<file path="config.mk">
export PLATFORM = sky130hd
export DESIGN_NAME = fcra_regs
export DESIGN_NICKNAME = d
export VERILOG_FILES = /design/src/core/fcra_pkg.sv /design/src/core/fcra_dec_if.sv /design/src/core/fcra_regs.sv /design/src/core/fcra_decode.sv
export VERILOG_INCLUDE_DIRS = /design/src /design/src/core
export SDC_FILE = /design/constraint.sdc
export NUM_CORES = 1
export LEC_CHECK = 0
export BUFFER_PORTS_ARGS = -buffer_cell sky130_fd_sc_hd__buf_2
export CORE_UTILIZATION = 45
export CTS_CLUSTER_DIAMETER = 40
export DETAILED_ROUTE_END_ITERATION = 10
export GPL_ROUTABILITY_DRIVEN = 0
export PLACE_DENSITY = 0.87
export REMOVE_ABC_BUFFERS = 1
export SLEW_MARGIN = 10
export SYNTH_ARGS = -nofsm -noshare
export SYNTH_HDL_FRONTEND = slang
export SYNTH_SLANG_ARGS = --single-unit
export TNS_END_PERCENT = 50
</file>
<file path="constraint.sdc">
create_clock -name core_clk -period 2.3 [get_ports core_clk]
set_clock_uncertainty 0.1 [all_clocks]
set_input_delay 0.575 -clock core_clk [delete_from_list [all_inputs] [get_ports core_clk]]
set_output_delay 0.575 -clock core_clk [all_outputs]
set_load 0.01 [all_outputs]
</file>
<file path="src/core/fcra_cfg.svh">
`ifndef FCRA_CFG_SVH
`define FCRA_CFG_SVH

// ----------------------------------------
// Register indices, byte address = 4 * index
// ----------------------------------------
`define FCRA_IDX_RAM_EMU     16'hfedb
`define FCRA_IDX_SYS_CTRL2   16'hff42
`define FCRA_IDX_FLASH_CTL1  16'hffc8
`define FCRA_IDX_FLASH_CTL2  16'hffc9
`define FCRA_IDX_ERASE_LO    16'hffca
`define FCRA_IDX_ERASE_HI    16'hffcb

// ----------------------------------------
// Field positions
// ----------------------------------------
`define FCRA_SYS2_SEL_BIT    3
`define FCRA_FC1_PIN_WE_BIT  7
`define FCRA_FC1_SW_WE_BIT   6
`define FCRA_FC2_ERR_BIT     7
`define FCRA_EB_HI_BITS      4

// ----------------------------------------
// Reset and fixed read values
// ----------------------------------------
`define FCRA_RST_BYTE        8'h00
`define FCRA_SYS2_WR_MASK    8'h08
`define FCRA_BYTE_STRB       4'h1

// ----------------------------------------
// Timing: access takes setup plus one state
// ----------------------------------------
`define FCRA_ACCESS_STATES   2

`endif

</file>
<file path="src/core/fcra_pkg.sv">
package fcra_pkg;

    `include "fcra_cfg.svh"

    typedef logic [7:0]  fcra_byte_t;
    typedef logic [17:0] fcra_faddr_t;

    // Gray sequence: idle -> respond
    typedef enum logic [1:0] {
        FCRA_IDLE = 2'b00,
        FCRA_RESP = 2'b01
    } fcra_state_e;

    function automatic logic [17:0] fcra_byte_addr(input logic [15:0] idx);
        fcra_byte_addr = {idx, 2'b00};
    endfunction : fcra_byte_addr

    // Erase block holding a flash byte address
    function automatic logic [3:0] fcra_block_of(input fcra_faddr_t a);
        if (a[17:16] != 2'b00) begin
            fcra_block_of = {2'b10, a[17:16]} + 4'h0;
        end else if (a[15]) begin
            fcra_block_of = 4'h8;
        end else begin
            fcra_block_of = {1'b0, a[14:12]};
        end
    endfunction : fcra_block_of

endpackage : fcra_pkg

</file>
<file path="src/core/fcra_dec_if.sv">
`timescale 1ns/1ps
`default_nettype none

interface fcra_dec_if;
    logic hit_ram;
    logic hit_sys2;
    logic hit_fc1;
    logic hit_fc2;
    logic hit_eb_lo;
    logic hit_eb_hi;
    logic hit_flash;
    logic byte_ok;

    modport dec (output hit_ram, hit_sys2, hit_fc1, hit_fc2,
                 output hit_eb_lo, hit_eb_hi, hit_flash, byte_ok);
    modport use_side (input hit_ram, hit_sys2, hit_fc1, hit_fc2,
                      input hit_eb_lo, hit_eb_hi, hit_flash, byte_ok);
endinterface : fcra_dec_if

`default_nettype wire

</file>
<file path="src/core/fcra_regs.sv">
// Behaviour
// - Flash control and erase registers answer only while the select bit is 1
// - RAM emulation register answers whatever the select bit holds
// - With on-chip flash disabled, those registers read 0x00 and ignore writes
// - Writes to flash control and erase registers ignored while write enable bit is 0
// - First flash control register starts 0x80 with write enable pin high, else 0x00
// - Erase registers held 0x00 when pin low or software write enable clear
// - Flash control and erase registers are 8 bits; only byte accesses are valid, though only writes are size-checked
// - Every flash control or erase register access completes in two bus states
// - Second system control register clears on reset and hardware standby
// - Mask ROM variant: system control two ignores writes, reads undefined
// - Upper four bits of system control two ignore writes, read 0
// - Twelve erase blocks: eight 4K, one 32K, three 64K up to 0x3ffff
`timescale 1ns/1ps
`default_nettype none
`include "fcra_cfg.svh"

module fcra_regs
    import fcra_pkg::*;
#(
    parameter int         ADDR_W      = 18,
    parameter bit         MASK_ROM    = 1'b0,
    parameter fcra_byte_t UNDEF_VALUE = 8'h00
) (
    input  wire logic              core_clk,
    input  wire logic              rst_n,
    input  wire logic              psel,
    input  wire logic              penable,
    input  wire logic              pwrite,
    input  wire logic [ADDR_W-1:0] paddr,
    input  wire logic [31:0]       pwdata,
    input  wire logic [3:0]        pstrb,
    output logic [31:0]            prdata,
    output logic                   pready,
    output logic                   pslverr,
    input  wire logic              flash_write_enable_pin,
    input  wire logic              flash_mode_pin,
    input  wire logic              hw_standby_pin,
    input  wire logic              flash_error,
    input  wire fcra_faddr_t       probe_addr,
    output logic [7:0]             flash_ctrl_bits,
    output logic [11:0]            erase_sel,
    output logic                   reg_select,
    output logic [7:0]             ram_emu,
    output logic                   probe_armed
);

    // ----------------------------------------
    // Pin synchronisers
    // ----------------------------------------
    logic [2:0] sync1_r;
    logic [2:0] sync2_r;
    logic       flash_write_enable;
    logic       flash_on_s;
    logic       standby_s;

    always_ff @(posedge core_clk) begin
        if (!rst_n) begin
            sync1_r <= 3'h0;
            sync2_r <= 3'h0;
        end else begin
            sync1_r <= {hw_standby_pin, flash_mode_pin, flash_write_enable_pin};
            sync2_r <= sync1_r;
        end
    end

    assign flash_write_enable = sync2_r[0];
    assign flash_on_s         = sync2_r[1];
    assign standby_s          = sync2_r[2];

    // ----------------------------------------
    // Address decode
    // ----------------------------------------
    fcra_dec_if dec_if ();

    fcra_decode #(
        .ADDR_W (ADDR_W)
    ) u_decode (
        .paddr  (paddr),
        .pstrb  (pstrb),
        .pwrite (pwrite),
        .dec    (dec_if.dec)
    );

    // ----------------------------------------
    // Storage
    // ----------------------------------------
    fcra_state_e state_r;
    fcra_state_e state_nxt;
    fcra_byte_t  sys2_r;
    fcra_byte_t  sys2_nxt;
    logic [6:0]  fc1_r;
    logic [6:0]  fc1_nxt;
    logic        err_r;
    logic        err_nxt;
    fcra_byte_t  eb_lo_r;
    fcra_byte_t  eb_lo_nxt;
    logic [3:0]  eb_hi_r;
    logic [3:0]  eb_hi_nxt;
    fcra_byte_t  ram_r;
    fcra_byte_t  ram_nxt;
    logic [31:0] prdata_r;
    logic [31:0] prdata_nxt;
    logic        pready_r;
    logic        pready_nxt;
    logic        pslverr_r;
    logic        pslverr_nxt;
    logic        armed_r;
    logic        armed_nxt;

    // ----------------------------------------
    // Access qualification
    // ----------------------------------------
    logic       sel_bit;
    logic       software_write_enable;
    logic       flash_vis;
    logic       flash_open;
    logic       unmapped;
    logic       bad_size;
    logic       setup;
    logic       wr_fire;
    logic       wr_flash;
    logic       eb_hold;
    fcra_byte_t fc1_rd;
    fcra_byte_t fc2_rd;
    fcra_byte_t sys2_rd;
    fcra_byte_t eb_hi_rd;
    fcra_byte_t rd_byte;
    fcra_byte_t wr_byte;
    logic [3:0] probe_blk;
    logic [11:0] eb_all;

    assign sel_bit = sys2_r[`FCRA_SYS2_SEL_BIT];
    assign software_write_enable = fc1_r[`FCRA_FC1_SW_WE_BIT];

    // Flash registers exist at their addresses only when selected
    assign flash_vis  = dec_if.hit_flash & sel_bit;
    // Disabled flash: still mapped, but reads zero and writes drop
    assign flash_open = flash_vis & flash_on_s;

    // RAM emulation never looks at the select bit
    assign unmapped = ~(dec_if.hit_ram | dec_if.hit_sys2 | flash_vis);

    // A wide write to a flash register is refused outright
    assign bad_size = flash_vis & ~dec_if.byte_ok;

    assign setup   = psel & ~penable & (state_r == FCRA_IDLE);
    assign wr_fire = psel & penable & pwrite & pready_r & ~pslverr_r;
    assign wr_byte = pwdata[7:0];

    // Writes into the flash group need the enable bit and an enabled flash
    assign wr_flash = wr_fire & flash_open & flash_write_enable;

    // Erase selection only survives while both enables stand
    assign eb_hold = ~flash_write_enable | ~software_write_enable;

    // ----------------------------------------
    // Read view
    // ----------------------------------------
    // Enable bit mirrors the pin, so a high pin shows 0x80 out of reset
    assign fc1_rd   = {flash_write_enable, fc1_r};
    assign fc2_rd   = {err_r, 7'h00};
    assign eb_hi_rd = {4'h0, eb_hi_r};
    assign sys2_rd  = MASK_ROM ? UNDEF_VALUE : sys2_r;

    always_comb begin
        rd_byte = `FCRA_RST_BYTE;
        if (dec_if.hit_ram) begin
            rd_byte = ram_r;
        end else if (dec_if.hit_sys2) begin
            rd_byte = sys2_rd;
        end else if (!flash_open) begin
            rd_byte = `FCRA_RST_BYTE;
        end else if (dec_if.hit_fc1) begin
            rd_byte = fc1_rd;
        end else if (dec_if.hit_fc2) begin
            rd_byte = fc2_rd;
        end else if (dec_if.hit_eb_lo) begin
            rd_byte = eb_lo_r;
        end else begin
            rd_byte = eb_hi_rd;
        end
    end

    // ----------------------------------------
    // Bus state machine
    // ----------------------------------------
    // Setup samples the request, the next state answers: two states in all
    always_comb begin
        state_nxt   = state_r;
        pready_nxt  = 1'b0;
        pslverr_nxt = pslverr_r;
        prdata_nxt  = prdata_r;
        case (state_r)
            FCRA_IDLE: begin
                if (setup) begin
                    state_nxt   = FCRA_RESP;
                    pready_nxt  = 1'b1;
                    pslverr_nxt = unmapped | bad_size;
                    prdata_nxt  = 32'h0;
                    if (!pwrite && !unmapped) begin
                        prdata_nxt = {24'h0, rd_byte};
                    end
                end
            end
            FCRA_RESP: begin
                state_nxt   = FCRA_IDLE;
                pslverr_nxt = 1'b0;
            end
            default: begin
                state_nxt = FCRA_IDLE;
            end
        endcase
    end

    // ----------------------------------------
    // System control two
    // ----------------------------------------
    always_comb begin
        sys2_nxt = sys2_r;
        if (standby_s) begin
            sys2_nxt = `FCRA_RST_BYTE;
        end else if (wr_fire && dec_if.hit_sys2 && !MASK_ROM) begin
            // Only the select bit takes a write; bits 7..4 stay zero
            sys2_nxt = wr_byte & `FCRA_SYS2_WR_MASK;
        end
    end

    // ----------------------------------------
    // Flash control one and two
    // ----------------------------------------
    always_comb begin
        fc1_nxt = fc1_r;
        if (!flash_write_enable) begin
            fc1_nxt = 7'h00;
        end else if (wr_flash && dec_if.hit_fc1) begin
            fc1_nxt = wr_byte[6:0];
        end
    end

    // Error flag only sets from the flash; a write cannot clear it
    assign err_nxt = err_r | flash_error;

    // ----------------------------------------
    // Erase block selection
    // ----------------------------------------
    always_comb begin
        eb_lo_nxt = eb_lo_r;
        eb_hi_nxt = eb_hi_r;
        if (eb_hold) begin
            eb_lo_nxt = `FCRA_RST_BYTE;
            eb_hi_nxt = 4'h0;
        end else if (wr_flash && dec_if.hit_eb_lo) begin
            eb_lo_nxt = wr_byte;
        end else if (wr_flash && dec_if.hit_eb_hi) begin
            eb_hi_nxt = wr_byte[`FCRA_EB_HI_BITS-1:0];
        end
    end

    assign eb_all = {eb_hi_r, eb_lo_r};

    // Flags whether a flash address falls in a block marked for erase
    assign probe_blk = fcra_block_of(probe_addr);
    assign armed_nxt = eb_all[probe_blk];

    // ----------------------------------------
    // RAM emulation
    // ----------------------------------------
    always_comb begin
        ram_nxt = ram_r;
        if (wr_fire && dec_if.hit_ram) begin
            ram_nxt = wr_byte;
        end
    end

    // ----------------------------------------
    // Registers
    // ----------------------------------------
    always_ff @(posedge core_clk) begin
        if (!rst_n) begin
            state_r   <= FCRA_IDLE;
            pready_r  <= 1'b0;
            pslverr_r <= 1'b0;
            prdata_r  <= 32'h0;
        end else begin
            state_r   <= state_nxt;
            pready_r  <= pready_nxt;
            pslverr_r <= pslverr_nxt;
            prdata_r  <= prdata_nxt;
        end
    end

    always_ff @(posedge core_clk) begin
        if (!rst_n) begin
            sys2_r <= `FCRA_RST_BYTE;
            fc1_r  <= 7'h00;
            err_r  <= 1'b0;
        end else begin
            sys2_r <= sys2_nxt;
            fc1_r  <= fc1_nxt;
            err_r  <= err_nxt;
        end
    end

    always_ff @(posedge core_clk) begin
        if (!rst_n) begin
            eb_lo_r <= `FCRA_RST_BYTE;
            eb_hi_r <= 4'h0;
            ram_r   <= `FCRA_RST_BYTE;
            armed_r <= 1'b0;
        end else begin
            eb_lo_r <= eb_lo_nxt;
            eb_hi_r <= eb_hi_nxt;
            ram_r   <= ram_nxt;
            armed_r <= armed_nxt;
        end
    end

    // ----------------------------------------
    // Outputs
    // ----------------------------------------
    logic [7:0] ctrl_out_r;
    logic       sel_out_r;

    // Output copies lag the registers by one cycle
    always_ff @(posedge core_clk) begin
        if (!rst_n) begin
            ctrl_out_r <= `FCRA_RST_BYTE;
            sel_out_r  <= 1'b0;
        end else begin
            ctrl_out_r <= fc1_rd;
            sel_out_r  <= sel_bit;
        end
    end

    assign prdata          = prdata_r;
    assign pready          = pready_r;
    assign pslverr         = pslverr_r;
    assign flash_ctrl_bits = ctrl_out_r;
    assign erase_sel       = eb_all;
    assign reg_select      = sel_out_r;
    assign ram_emu         = ram_r;
    assign probe_armed     = armed_r;

endmodule : fcra_regs

`default_nettype wire

</file>
<file path="src/core/fcra_decode.sv">
`timescale 1ns/1ps
`default_nettype none
`include "fcra_cfg.svh"

module fcra_decode
    import fcra_pkg::*;
#(
    parameter int ADDR_W = 18
) (
    input  wire logic [ADDR_W-1:0] paddr,
    input  wire logic [3:0]        pstrb,
    input  wire logic              pwrite,
    fcra_dec_if.dec                dec
);
    // ----------------------------------------
    // Address match
    // ----------------------------------------
    assign dec.hit_ram   = (paddr == fcra_byte_addr(`FCRA_IDX_RAM_EMU));
    assign dec.hit_sys2  = (paddr == fcra_byte_addr(`FCRA_IDX_SYS_CTRL2));
    assign dec.hit_fc1   = (paddr == fcra_byte_addr(`FCRA_IDX_FLASH_CTL1));
    assign dec.hit_fc2   = (paddr == fcra_byte_addr(`FCRA_IDX_FLASH_CTL2));
    assign dec.hit_eb_lo = (paddr == fcra_byte_addr(`FCRA_IDX_ERASE_LO));
    assign dec.hit_eb_hi = (paddr == fcra_byte_addr(`FCRA_IDX_ERASE_HI));
    assign dec.hit_flash = dec.hit_fc1 | dec.hit_fc2 | dec.hit_eb_lo | dec.hit_eb_hi;

    // Reads carry no size on the bus, so only writes are checked
    assign dec.byte_ok   = ~pwrite | (pstrb == `FCRA_BYTE_STRB);
endmodule : fcra_decode

`default_nettype wire

</file>
Word-level counts from Yosys, hierarchy flattened
Cells that the tools add are included.
Widths: inputs -> output; s select.
Word-level totals
  flip-flop bits (word level): 80
Cells by class
  $lt $le $gt $ge: 1
  equal/unequal tests: 8
  muxes and demuxes: 14
  bitwise logic cells: 29
  reduce and logical (&&, ||, !) cells: 17
Operators by type and width (count)
  $eq 18x18->1 const B: 6
  $mux 8: 7
  $and 1x1->1: 11
  $reduce_and 2->1: 5
  $not 1->1: 9
  $or 1x1->1: 9
  $mux 4: 2
  $logic_and 1x1->1: 6
  $lt 4x5->1 const B: 1
  $bmux 1 s4: 1
  $eq 4x1->1 const B: 1
  $reduce_bool 2->1: 2
  $reduce_or 2->1: 2
  $mux 1: 3
  $logic_not 2->1: 1
  $ne 2x2->1 const B: 1
  $pmux 1 s2: 1
  $logic_not 1->1: 1

Longest topological paths before layout
Gate-level depths: netlist of the first run.
  depth after elaboration: 11
  gate-level depth with buffers: 6
  mapped depth without buffers: 5

Cells and area by module
From an unflattened synthesis of the first run, not the netlist that was laid out.
Unflattened totals
  cell total of the unflattened synthesis: 296
  area, all modules: 2678.8 um^2
By module, submodules not included
  fcra_regs: times used 1, cells each 275, area an instance 2509.9 um^2, seq. area each 1121.1 um^2
  fcra_decode: times used 1, cells each 21, area an instance 168.9 um^2, seq. area each 0.0 um^2

Least setup slack after synthesis of the first run
Ideal clock, no wire load.
  kind: input-to-reg
  start point: input port paddr[3]
  end point: register ram_r[0], in the netlist ram_emu[0]
  library setup time: 116 ps
  arrival: 1951 ps
  path slack: 133 ps
  cell stages on the path: 6
  buffers on the path: 1
  cells stage by stage: buf_4 > and4bb_2 > nand3b_4 > nor4_4 > mux2i_1 > nor2b_1
On the way
  longest elaborated chain between the ends: 2
RTL lines
  start: declaration: line fcra_regs.sv:30  | input wire logic [ADDR_W-1:0] paddr,
  $eq 18x18->1: line fcra_decode.sv:18  | assign dec.hit_ram = (paddr == fcra_byte_addr(`FCRA_IDX_RAM_EMU));
  $logic_and 1x1->1: line fcra_regs.sv:271  | if (wr_fire && dec_if.hit_ram) begin
  end signal: assignment: line fcra_regs.sv:309  | ram_r <= `FCRA_RST_BYTE;
  end signal: assignment: line fcra_regs.sv:314  | ram_r <= ram_nxt;
  end: declaration: line fcra_regs.sv:100  | fcra_byte_t ram_r;
No other way between the ends.
A chain may end at the register's enable or synchronous reset.

Worst setup path after layout of the first run
  start point: input port paddr[7]
  end point: register ram_r[5], in the netlist ram_emu[5]
Same word-level chain as after synthesis.

==> results of run 1 <==
cells by family after synthesis:
| family | after synthesis |
|---|---|
| AND/OR/NAND/NOR | 127 |
| AO/OA/AOI/OAI | 38 |
| buffers and inverters | 34 |
| multiplexers | 39 |
| flip-flops | 56 |
| other | 1 |
final timing paths:
| kind | from | end | slack (ns) | depth (start not counted) |
|---|---|---|---|---|
| max | paddr[7] | ram_emu[5]$_SDFFE_PN0P_ | 0.38 | 7 |
| min | sync2_r[2]$_SDFF_PN0_ | sys2_r[3]$_SDFFE_PP0P_ | 0.30 | 1 |
| max reg2reg | pready$_SDFF_PN0_ | eb_hi_r[2]$_SDFFE_PP0P_ | 0.43 | 5 |
| min reg2reg | sync2_r[2]$_SDFF_PN0_ | sys2_r[3]$_SDFFE_PP0P_ | 0.30 | 1 |
per-stage QoR:
stage | std cells | total power, mW | hold slack [ns] | utilization
after floorplan | 287 | 1.070 | 0.2729 | -
after global placement | 461 | 1.150 | 0.2762 | 0.5550
after detailed placement | 461 | 1.155 | 0.2827 | 0.5550
after CTS | 469 | 1.689 | 0.3005 | 0.5702
after global routing | 469 | 1.755 | 0.3073 | 0.5702
final | 469 | 1.694 | 0.2967 | 0.5702
power by group:
| part | internal, mW | total (mW) | switching (mW) | leakage [nW] |
|---|---|---|---|---|
| Clock | 0.217 | 0.558 | 0.341 | 0.0445 |
| Combinational | 0.0624 | 0.152 | 0.0895 | 1.12 |
| Sequential | 0.979 | 0.985 | 0.00586 | 0.453 |
area by class of cell:
cell class,instances,area [µm²],area share
multi-input cells,228,1546,0.4554
flip-flops and latches,56,1121,0.3301
repair buffers,99,533.0,0.1570
well taps,75,93.84,0.02763
clock buffers,5,68.82,0.02027
clock inverters,3,21.27,0.006264
inverters,3,11.26,0.003316
worst max-delay path: stages:
cell and delay (ns):
buf_2 0.11, and4bb_2 0.31, nand4_1 0.27, nor4_4 0.22
buf_4 0.26, mux2i_1 0.23, nor2b_1 0.06
placed cells by master, fill, tap and decap left out, drive strengths merged, types with 2 or more instances in the layout:
master / count
nor2b: 13
o21ai: 9
mux4: 3
a2bb2o: 3
and4: 2
nand2b: 4
nand4: 8
a22oi: 4
and3: 7
conb: 24
a21boi: 4
nor4: 2
o31ai: 2
inv: 4
mux2i: 33
nand3: 5
clkbuf: 5
o22ai: 4
buf: 99
mux2: 3
a311oi: 4
nand2: 14
nand4b: 3
and4bb: 3
nor3: 7
nor3b: 3
dfxtp: 56
nor2: 32
and2: 17
a21oi: 4
or3: 2
per-layer routing:
| metal | routed length (µm) | GRT usage | vias up | part of all wire |
|---|---|---|---|---|
| met1 | 3111 | 0.3004 | 1174 | 0.42 |
| met4 | 103 | 0.06964 | 0 | 0.014 |
| li1 | - | - | 1206 | - |
| met5 | 0 | 0 | - | 0 |
| met2 | 3567 | 0.3992 | 143 | 0.48 |
| met3 | 605 | 0.05169 | 12 | 0.082 |
sequential cells by signal (all words and copies together) (netlist names):
name,count
eb_hi_r,4
sync2_r,3
eb_lo_r,8
pslverr,1
err_r,1
reg_select,1
probe_armed,1
prdata,8
flash_ctrl_bits,8
pready,1
sys2_r,1
fc1_r,7
state_r,1
sync1_r,3
ram_emu,8
==> summary.md, run 1 <==
| Metric | Value |
|---|---|
| Die area | `about 6600 µm²` |
| GRT Total Usage | `0.2363` |
| # nets final | `474` |
| Detail Route Antenna Nets | `0` |
| Synth Cell Area | `2804 µm²` |
| Worst skew pair latency | `~0.32 ns` |
| Post-cts sizing count | `0` |
| PnR worst setup slack | `0.3799 ns` |
| Number of flops mapped to enable cells by yosys | `0` |
| Cell taking the most area after synthesis | `dfxtp_1` |
| Tcrit/Tclk final | `0.8348` |
| Root Buffer | `clkbuf_8` |
| Detailed Route WL | `7387 µm` |
| Setup_tns | `0 ns` |
| Top-area cell type share of the netlist area | `0.3998` |
| Minimum clock period | `1.920 ns` |
| DRT iter0 DRCs | `approximately 220` |
| TritonCTS clock tree | `done` |
| H-tree Lvls | `2` |
| Relative slew margins | `0.6627` |
| Measured slew at the worst slew-check pin | `0.5017 ns` |
| Area delta synth->final | `21.11%` |
| Leakage | `1.617 nW` |
| Largest net degree at the start of global routing | `19` |
| Status | `finished, final reports clean` |
| DR vias/cell | `5.405` |
| RSZ-0062 raised after global routing | `no` |
| Critical path arrival | `slightly above 2 ns` |
| Async SR Flop Fraction | `0` |
| Global-route wire length before repair | `around 12000 µm` |
| Seq/Total Area, Yosys | `0.3998` |
| VDD IR max | `0.0003238 V` |
| Maximum fanout along the worst path | `8` |
| Hold crit path type | `reg2reg` |
| Die H | `80.94 µm` |
| Largest family of logic cells by synthesized area | `simple AND/OR/NAND/NOR gates` |
| # fillers | `529` |
| Maximum capacitance violations | `0` |
| Critical path endpoint category | `register` |
| Core Footprint | `5956 µm²` |
| Required time of the critical path | `between 2 and 2.5 ns` |
| Initial antenna violation count | `0` |
| Fraction of synthesized area in multiplexers | `0.1539` |
| DP Worst Slack | `between 0.04 and 0.05 ns` |
| Residual DRC | `0` |
| Pwr Density | `499.0 nW/µm²` |
| Synth Area in Compound Gates | `0.09326` |
| Hold-fix buffers, CTS | `0` |
| Clock sinks | `56` |
| Final Cell Area | `3396 µm²` |
| Vias post-DR | `2535` |
| #FFs+latches synth | `56` |
| Syn avg cell area | `about 9.5 µm²` |
| CTS Buffer Depth | `2` |
| Die W | `between 80 and 90 µm` |
| Synth Area in Adders | `0` |
| FMAX | `0.5208 GHz` |
| Xor and xnor area share after synthesis | `0` |
| Boundary pin count | `145` |
| Vias in the first global route | `2357` |
| Setup Buffers After CTS | `0` |
| Port bufs | `84` |
| Num rows | `28` |
| ANT cells | `0` |
| Synth Instances | `295` |
| Crit path kind | `in2reg` |
| Remaining global-route overflow | `0` |
| HPWL after detailed placement | `5579 µm` |
| Synth Area in Simple Gates | `0.2722` |
| Post-synth cell types | `41` |
| Setup violations, final | `0` |
| Dpl cell area | `approximately 3300 µm²` |
| Ys flop type | `dfxtp_1` |
| Clk pin slew, worst setup/hold paths | `0.11 ns` |
| Most common library cells after synthesis | `dfxtp_1, mux2i_1, nor2_1` |
| Syn. warnings | `0` |
| Share of layout cells above drive strength 1 | `0.3071` |
| Detailed-router iteration count before antenna repair | `5` |
| Max Slew Vio Count | `0` |
| Total CTS buffers | `5` |
| Average wire per standard cell | `15.75 µm` |
| Synth top area cells | `dfxtp_1, mux2i_1, buf_4` |
| Type of origin of the critical path | `input port` |
| Endpoints failing hold | `0` |
| Most frequent cell after synthesis | `dfxtp_1` |
| Starting Density | `0.4708` |
Note: power is estimated with default switching activity, not from simulation.
==> run 2: changes to the inputs <==
--- a/config.mk
+++ b/config.mk
@@ -7,11 +7,11 @@
 export NUM_CORES = 1
 export LEC_CHECK = 0
 export BUFFER_PORTS_ARGS = -buffer_cell sky130_fd_sc_hd__buf_2
-export CORE_UTILIZATION = 45
+export CORE_UTILIZATION = 41
 export CTS_CLUSTER_DIAMETER = 40
 export DETAILED_ROUTE_END_ITERATION = 10
 export GPL_ROUTABILITY_DRIVEN = 0
-export PLACE_DENSITY = 0.87
+export PLACE_DENSITY = 0.83
 export REMOVE_ABC_BUFFERS = 1
 export SLEW_MARGIN = 10
 export SYNTH_ARGS = -nofsm -noshare
==> constraint.sdc (replaced) <==
create_clock -name core_clk -period 1.6 [get_ports core_clk]
set_clock_uncertainty 0.1 [all_clocks]
set_input_delay 0.4 -clock core_clk [delete_from_list [all_inputs] [get_ports core_clk]]
set_output_delay 0.4 -clock core_clk [all_outputs]
set_load 0.01 [all_outputs]
==> run 2 against run 1 <==
Against the previous run: clock power up 42%; worst hold slack got worse by 0.11 ns; final area up 11%; sequential power grew 43%; flip-flop and latch count stayed put; critical path depth is the same; the flow now finishes with violations (negative setup slack); cell count increased by 7.5%.
==> summary.md, run 2 (same netlist as run 1, synthesis figures left out) <==
| Metric | Value |
|---|---|
| CTS Buffer Depth | `2 (unchanged)` |
| Detailed-router iteration count before antenna repair | `6 (was 5)` |
| Num rows | `29 (was 28)` |
| Maximum capacitance violations | `0 (unchanged)` |
| Clk pin slew, worst setup/hold paths | `0.10 ns (was 0.11 ns)` |
| Beginning of the worst hold path | `flash_mode_pin (was sync2_r[2]$_SDFF_PN0_)` |
| Setup violations, final | `13 (was 0)` |
| FMAX | `0.5964 GHz` |
| Clock sinks | `56 (unchanged)` |
| Core Footprint | `6459 µm² (was 5956 µm²)` |
| Die W | `84.70 µm (was 80.94 µm)` |
| GRT Total Usage | `0.2206 (was 0.2363)` |
| Minimum clock period | `1.677 ns` |
| HPWL after detailed placement | `6107 µm (was 5579 µm)` |
| Worst r2r dst | `ram_emu[1]$_SDFFE_PN0P_ (was eb_hi_r[2]$_SDFFE_PP0P_)` |
| Status | `complete, but fails checks (was finished, final reports clean)` |
| Detail Route Antenna Nets | `0 (unchanged)` |
| PnR worst setup slack | `-0.07663 ns (was 0.3799 ns)` |
| Port bufs | `84 (unchanged)` |
| Maximum fanout along the worst path | `5 (was 8)` |
| Global-route wire length before repair | `12450 µm (was 11650 µm)` |
| Hold-fix buffers, CTS | `0 (unchanged)` |
| Residual DRC | `0 (unchanged)` |
| Starting Density | `0.4341 (was 0.4708)` |
| Hold crit path type | `in2reg (was reg2reg)` |
| Type of origin of the critical path | `input port (unchanged)` |
| Pwr Density | `658.0 nW/µm² (was 499.0 nW/µm²)` |
| ANT cells | `0 (unchanged)` |
| Die area | `7173 µm² (was 6550 µm²)` |
| Leakage | `1.810 nW (was 1.617 nW)` |
| Average wire per standard cell | `15.65 µm (was 15.75 µm)` |
| Detailed Route WL | `7886 µm (was 7387 µm)` |
| # nets final | `507 (was 474)` |
| DR vias/cell | `5.317 (was 5.405)` |
| Most common cell after layout, fill and taps aside | `buf_2 (unchanged)` |
| Worst skew pair latency | `0.32 ns (about the same)` |
| Remaining global-route overflow | `0 (unchanged)` |
| VDD IR max | `0.0003668 V (was 0.0003238 V)` |
| Max Slew Vio Count | `0 (unchanged)` |
| Crit path kind | `in2reg (unchanged)` |
| Hold endpoint | `sync1_r[1]$_SDFF_PN0_ (was sys2_r[3]$_SDFFE_PP0P_)` |
| Failing checks | `negative setup slack` |
| Cells on worst reg2reg path | `5 (unchanged)` |
| Critical path endpoint category | `register (unchanged)` |
| Fin util | `0.5843 (was 0.5702)` |
| Worst r2r src | `pready$_SDFF_PN0_ (unchanged)` |
| Critical path arrival | `1.81 ns (was 2.04 ns)` |
| Die H | `84.70 µm (was 80.94 µm)` |
| Reg2Reg Setup Slack | `0.01 ns (was 0.43 ns)` |
| Endpoints failing hold | `0 (unchanged)` |
| Required time of the critical path | `1.73 ns (was 2.42 ns)` |
| DP Worst Slack | `-0.3902 ns (was 0.04445 ns)` |
| Root Buffer | `clkbuf_8 (unchanged)` |
| Vias post-DR | `2680 (was 2535)` |
| Largest net degree at the start of global routing | `19 (unchanged)` |
| Initial antenna violation count | `0 (unchanged)` |
| Commonest cells after routing, fill and taps aside | `buf_2, dfxtp_1, buf_4 (was buf_2, dfxtp_1, mux2i_1)` |
| # fillers | `549 (was 529)` |
| RSZ-0062 raised after global routing | `yes (was no)` |
| Tcrit/Tclk final | `1.048` |
| TritonCTS clock tree | `done (unchanged)` |
| Boundary pin count | `145 (unchanged)` |
| Hold path cells | `2 (was 1)` |
| DRT iter0 DRCs | `158 (was 219)` |
| Total CTS buffers | `5 (unchanged)` |
| Vias in the first global route | `2592 (was 2357)` |
| Area delta synth->final | `34.58% (was 21.11%)` |
| Share of layout cells above drive strength 1 | `0.3981 (was 0.3071)` |
| H-tree Lvls | `2 (unchanged)` |
==> run 2: area by class of cell <==
type,instances,area (µm²),share of cell area
timing repair buffer,132,832.0,0.2205
clock buffer,5,68.82,0.01824
inverter,3,11.26,0.002984
tap,77,96.34,0.02553
multi-input combinational,228,1622,0.4297
clock inverter,3,21.27,0.005637
sequential,56,1122,0.2974
==> run 2: per-layer routing <==
metal | vias to the layer above | track usage | wire (µm)
met4 | 0 | 0.07704 | 212
met3 | 25 | 0.04720 | 486
met1 | 1262 | 0.2779 | 3360
li1 | 1278 | - | -
met5 | - | 0 | 0
met2 | 115 | 0.3740 | 3827
==> run 2: worst max-delay path by stage <==
stage	from	slack, ns	end	cells past startpoint
3_3_place_gp	paddr[7]	-0.34	prdata[3]$_SDFFE_PN0P_	7
5_1_grt	paddr[0]	-0.15	prdata[3]$_SDFFE_PN0P_	7
6_report	paddr[1]	-0.08	prdata[3]$_SDFFE_PN0P_	7
2_1_floorplan	paddr[7]	-0.48	ram_emu[0]$_SDFFE_PN0P_	5
3_5_place_dp	paddr[7]	-0.39	ram_emu[3]$_SDFFE_PN0P_	8
4_1_cts	sys2_r[3]$_SDFFE_PP0P_	-0.04	prdata[1]$_SDFFE_PN0P_	6
==> run 2: power by group <==
group          internal (mW)  switching [mW]
logic                  0.133           0.145
registers               1.41         0.00650
clock network          0.312           0.480
total                   1.85           0.632
==> run 2: repair_timing <==
action,CTS,global route
pin swaps,5,12
gates resized for setup,10,21
setup buffers,1,0
hold endpoints to repair,0,0
setup endpoints to repair,35,36
==> run 2: per-stage QoR <==
stage	cell area, µm²	power, mW	std cells	setup TNS, ns	hold WS [ns]
finish	3774	2.483	504	-0.5025	0.1904
global route	3774	2.578	504	-1.950	0.1898
CTS	3691	2.474	504	-0.2772	0.1878
detailed placement	3548	1.707	495	-11.69	0.2844
global placement	3548	1.698	495	-9.765	0.2858
floorplan	2679	1.538	287	-11.59	0.2729
==> run 2: critical path: stages <==
cell,delay [ns]
buf_6,0.10
and4bb_2,0.33
nand3b_4,0.14
nor4_4,0.38
buf_4,0.21
a311oi_2,0.04
o31ai_1,0.22
==> run 3: changes to the inputs <==
--- a/config.mk
+++ b/config.mk
@@ -7,10 +7,12 @@
 export NUM_CORES = 1
 export LEC_CHECK = 0
 export BUFFER_PORTS_ARGS = -buffer_cell sky130_fd_sc_hd__buf_2
+export CORE_MARGIN = 10
 export CORE_UTILIZATION = 41
 export CTS_CLUSTER_DIAMETER = 40
 export DETAILED_ROUTE_END_ITERATION = 10
 export GPL_ROUTABILITY_DRIVEN = 0
+export MAX_ROUTING_LAYER = met4
 export PLACE_DENSITY = 0.83
 export REMOVE_ABC_BUFFERS = 1
 export SLEW_MARGIN = 10
==> run 3 against run 2 <==
Against the previous run: the flow still finishes with violations (negative setup slack); global-route usage fell by 4.3 points; clock power grew 2%; register-to-register slack worse by 0.05 ns; maximum frequency up 0.88%; utilization is 0.10 points higher; cell count is 2.2% higher; sequential share of layout area fell by 1.1 points; first-iteration DRC count rose by 39%; largest power group unchanged.
==> summary.md, run 3 (same netlist as run 1, synthesis figures left out) <==
| Metric | Value |
|---|---|
| Status | `complete, but fails checks (unchanged)` |
| Failing checks | `negative setup slack (unchanged)` |
| Max Slew Vio Count | `0 (unchanged)` |
| Commonest cells after routing, fill and taps aside | `buf_2, dfxtp_1, buf_4 (unchanged)` |
| Final Cell Area | `3933 µm² (was 3774 µm²)` |
| Largest net degree at the start of global routing | `23 (was 19)` |
| Dpl cell area | `3552 µm² (was 3548 µm²)` |
| Residual DRC | `0 (unchanged)` |
| Area of the multi-input gates | `1699 µm² (was 1622 µm²)` |
| CP max-delay cell | `nor4_4 (unchanged)` |
| Hold-fix buffers, CTS | `0 (unchanged)` |
| DR vias/cell | `5.435 (was 5.317)` |
| NetSw | `0.6178 mW (was 0.6318 mW)` |
| Storage element area | `1126 µm² (was 1122 µm²)` |
| Pwr Density | `640.4 nW/µm² (was 658.0 nW/µm²)` |
| PnR worst setup slack | `-0.06193 ns (was -0.07663 ns)` |
| HPWL after detailed placement | `7170 µm (was 6107 µm)` |
| Area delta synth->final | `40.25% (was 34.58%)` |
| Largest delay share family, worst path | `simple AND/OR/NAND/NOR gates (unchanged)` |
| VDD IR max | `0.0003723 V (was 0.0003668 V)` |
| Setup_tns | `-0.2574 ns (was -0.5025 ns)` |
| Leakage | `1.888 nW (was 1.810 nW)` |
| GRT Total Usage | `0.1776 (was 0.2206)` |
| # nets final | `515 (was 507)` |
| Critical path arrival | `1.80 ns (was 1.81 ns)` |
| Root Buffer | `clkbuf_8 (unchanged)` |
| Minimum clock period | `1.662 ns (was 1.677 ns)` |
| Maximum capacitance violations | `0 (unchanged)` |
| Worst skew pair latency | `0.31 ns (was 0.32 ns)` |
| TritonCTS clock tree | `done (unchanged)` |
| Detail Route Antenna Nets | `0 (unchanged)` |
| Die W | `102.7 µm (was 84.70 µm)` |
| Crit-path max cell delay | `0.33 ns (was 0.38 ns)` |
| Tcrit/Tclk final | `1.039 (was 1.048)` |
| ANT cells | `0 (unchanged)` |
| Crit path kind | `in2reg (unchanged)` |
| Detailed Route WL | `9764 µm (was 7886 µm)` |
| Die H | `102.7 µm (was 84.70 µm)` |
| Remaining global-route overflow | `0 (unchanged)` |
| Global-route wire length before repair | `14260 µm (was 12450 µm)` |
| Required time of the critical path | `1.74 ns (was 1.73 ns)` |
| Initial antenna violation count | `0 (unchanged)` |
| Die area | `10550 µm² (was 7173 µm²)` |
| Critical path buffers and inverters | `2 (unchanged)` |
| Relative slew margins | `0.6073` |
| Starting Density | `0.4173 (was 0.4341)` |
| CTS Buffer Depth | `2 (unchanged)` |
| P_int | `1.900 mW (was 1.851 mW)` |
| Critical path endpoint category | `register (unchanged)` |
| Vias in the first global route | `2816 (was 2592)` |
| Combinational share of power | `0.117 (was 0.112)` |
| Reg power frac | `0.562 (was 0.569)` |
| RSZ-0062 raised after global routing | `yes (unchanged)` |
| H-tree Lvls | `2 (unchanged)` |
| Setup violations, final | `12 (was 13)` |
| Measured slew at the worst slew-check pin | `0.5877 ns` |
| Clock power share | `0.321 (was 0.319)` |
| Type of origin of the critical path | `input port (unchanged)` |
| Most common cell after layout, fill and taps aside | `buf_2 (unchanged)` |
| Hold crit path type | `in2reg (unchanged)` |
| Boundary pin count | `145 (unchanged)` |
| Total CTS buffers | `5 (unchanged)` |
| Num rows | `30 (was 29)` |
| Share of layout cells above drive strength 1 | `0.4391 (was 0.3981)` |
| Clk pin slew, worst setup/hold paths | `0.10 ns (about the same)` |
| Maximum fanout along the worst path | `4 (was 5)` |
| Detailed-router iteration count before antenna repair | `4 (was 6)` |
| Net Sw Frac | `0.2453 (was 0.2544)` |
| Port bufs | `84 (unchanged)` |
| DP Worst Slack | `-0.4172 ns (was -0.3902 ns)` |
| DRT iter0 DRCs | `219 (was 158)` |
| # fillers | `562 (was 549)` |
| Average wire per standard cell | `18.96 µm (was 15.65 µm)` |
| Clock sinks | `56 (unchanged)` |
| Endpoints failing hold | `0 (unchanged)` |
| Crit-path cells | `buf_6 > and4bb_2 > nand3_2 > nor4_4 > buf_4 > o31ai_2 > o31ai_1 (was buf_6 > and4bb_2 > nand3b_4 > nor4_4 > buf_4 > a311oi_2 > o31ai_1)` |
| Core Footprint | `6719 µm² (was 6459 µm²)` |
| FMAX | `0.6017 GHz (was 0.5964 GHz)` |
| Vias post-DR | `2799 (was 2680)` |
| Overall Power | `2.518 mW (was 2.483 mW)` |
run 3: cell count changes in the layout (fill, tap and decap cells not counted), moves of 2 or more:
cell / delta
dfxtp_1: -3
a21boi_0: -2
o21ai_0: -3
nor2_2: +2
nor2_1: -3
mux2i_1: -2
buf_4: +7
buf_6: +2
a21boi_1: +2
o22ai_2: +3
o22ai_1: -3
dfxtp_2: +3
o21ai_1: +2
run 3: what timing repair did:
action,CTS,global route
buffers inserted,5,4
setup endpoints to repair,32,34
gates resized for setup,25,33
hold endpoints to repair,0,0
pin swaps,15,14
run 3: worst paths after layout:
kind	startpoint	endpoint	slack (ns)	cells after the start
hold / removal	flash_mode_pin	sync1_r[1]$_SDFF_PN0_	0.18	2
hold reg to reg	sync2_r[2]$_SDFF_PN0_	sys2_r[3]$_SDFFE_PP0P_	0.29	1
setup reg to reg	pready$_SDFF_PN0_	ram_emu[5]$_SDFFE_PN0P_	-0.04	6
setup / recovery	paddr[4]	prdata[3]$_SDFFE_PN0P_	-0.06	7
run 3: area by class of cell:
class	instances	area share
clock buffer	7	0.02195
clock inverter	1	0.001909
inverter	3	0.002864
multi-input combinational	228	0.4321
sequential	56	0.2864
tap	80	0.02545
timing repair buffer	140	0.2294
run 3: through the flow:
stage                       util  hold WS [ns]  instances
after floorplan                -        0.2729        287
after global placement    0.5287        0.2766        498
after detailed placement  0.5287        0.2882        498
after CTS                 0.5655        0.1869        511
after global routing      0.5853        0.1697        515
final                     0.5853        0.1835        515
run 3: metal layers:
| metal | GRT usage | part of all wire |
|---|---|---|
| met3 | 0.04424 | 0.079 |
| met5 | - | 0 |
| met4 | 0.07267 | 0.045 |
| met2 | 0.3003 | 0.50 |
| met1 | 0.1956 | 0.38 |
run 3: power groups by stage:
stage	Combinational (mW)	Sequential (mW)	Clock [mW]
detailed placement	0.260	1.45	0
finish	0.295	1.41	0.809
global placement	0.251	1.44	0
global route	0.316	1.42	0.886
floorplan	0.0911	1.45	0
CTS	0.270	1.41	0.809
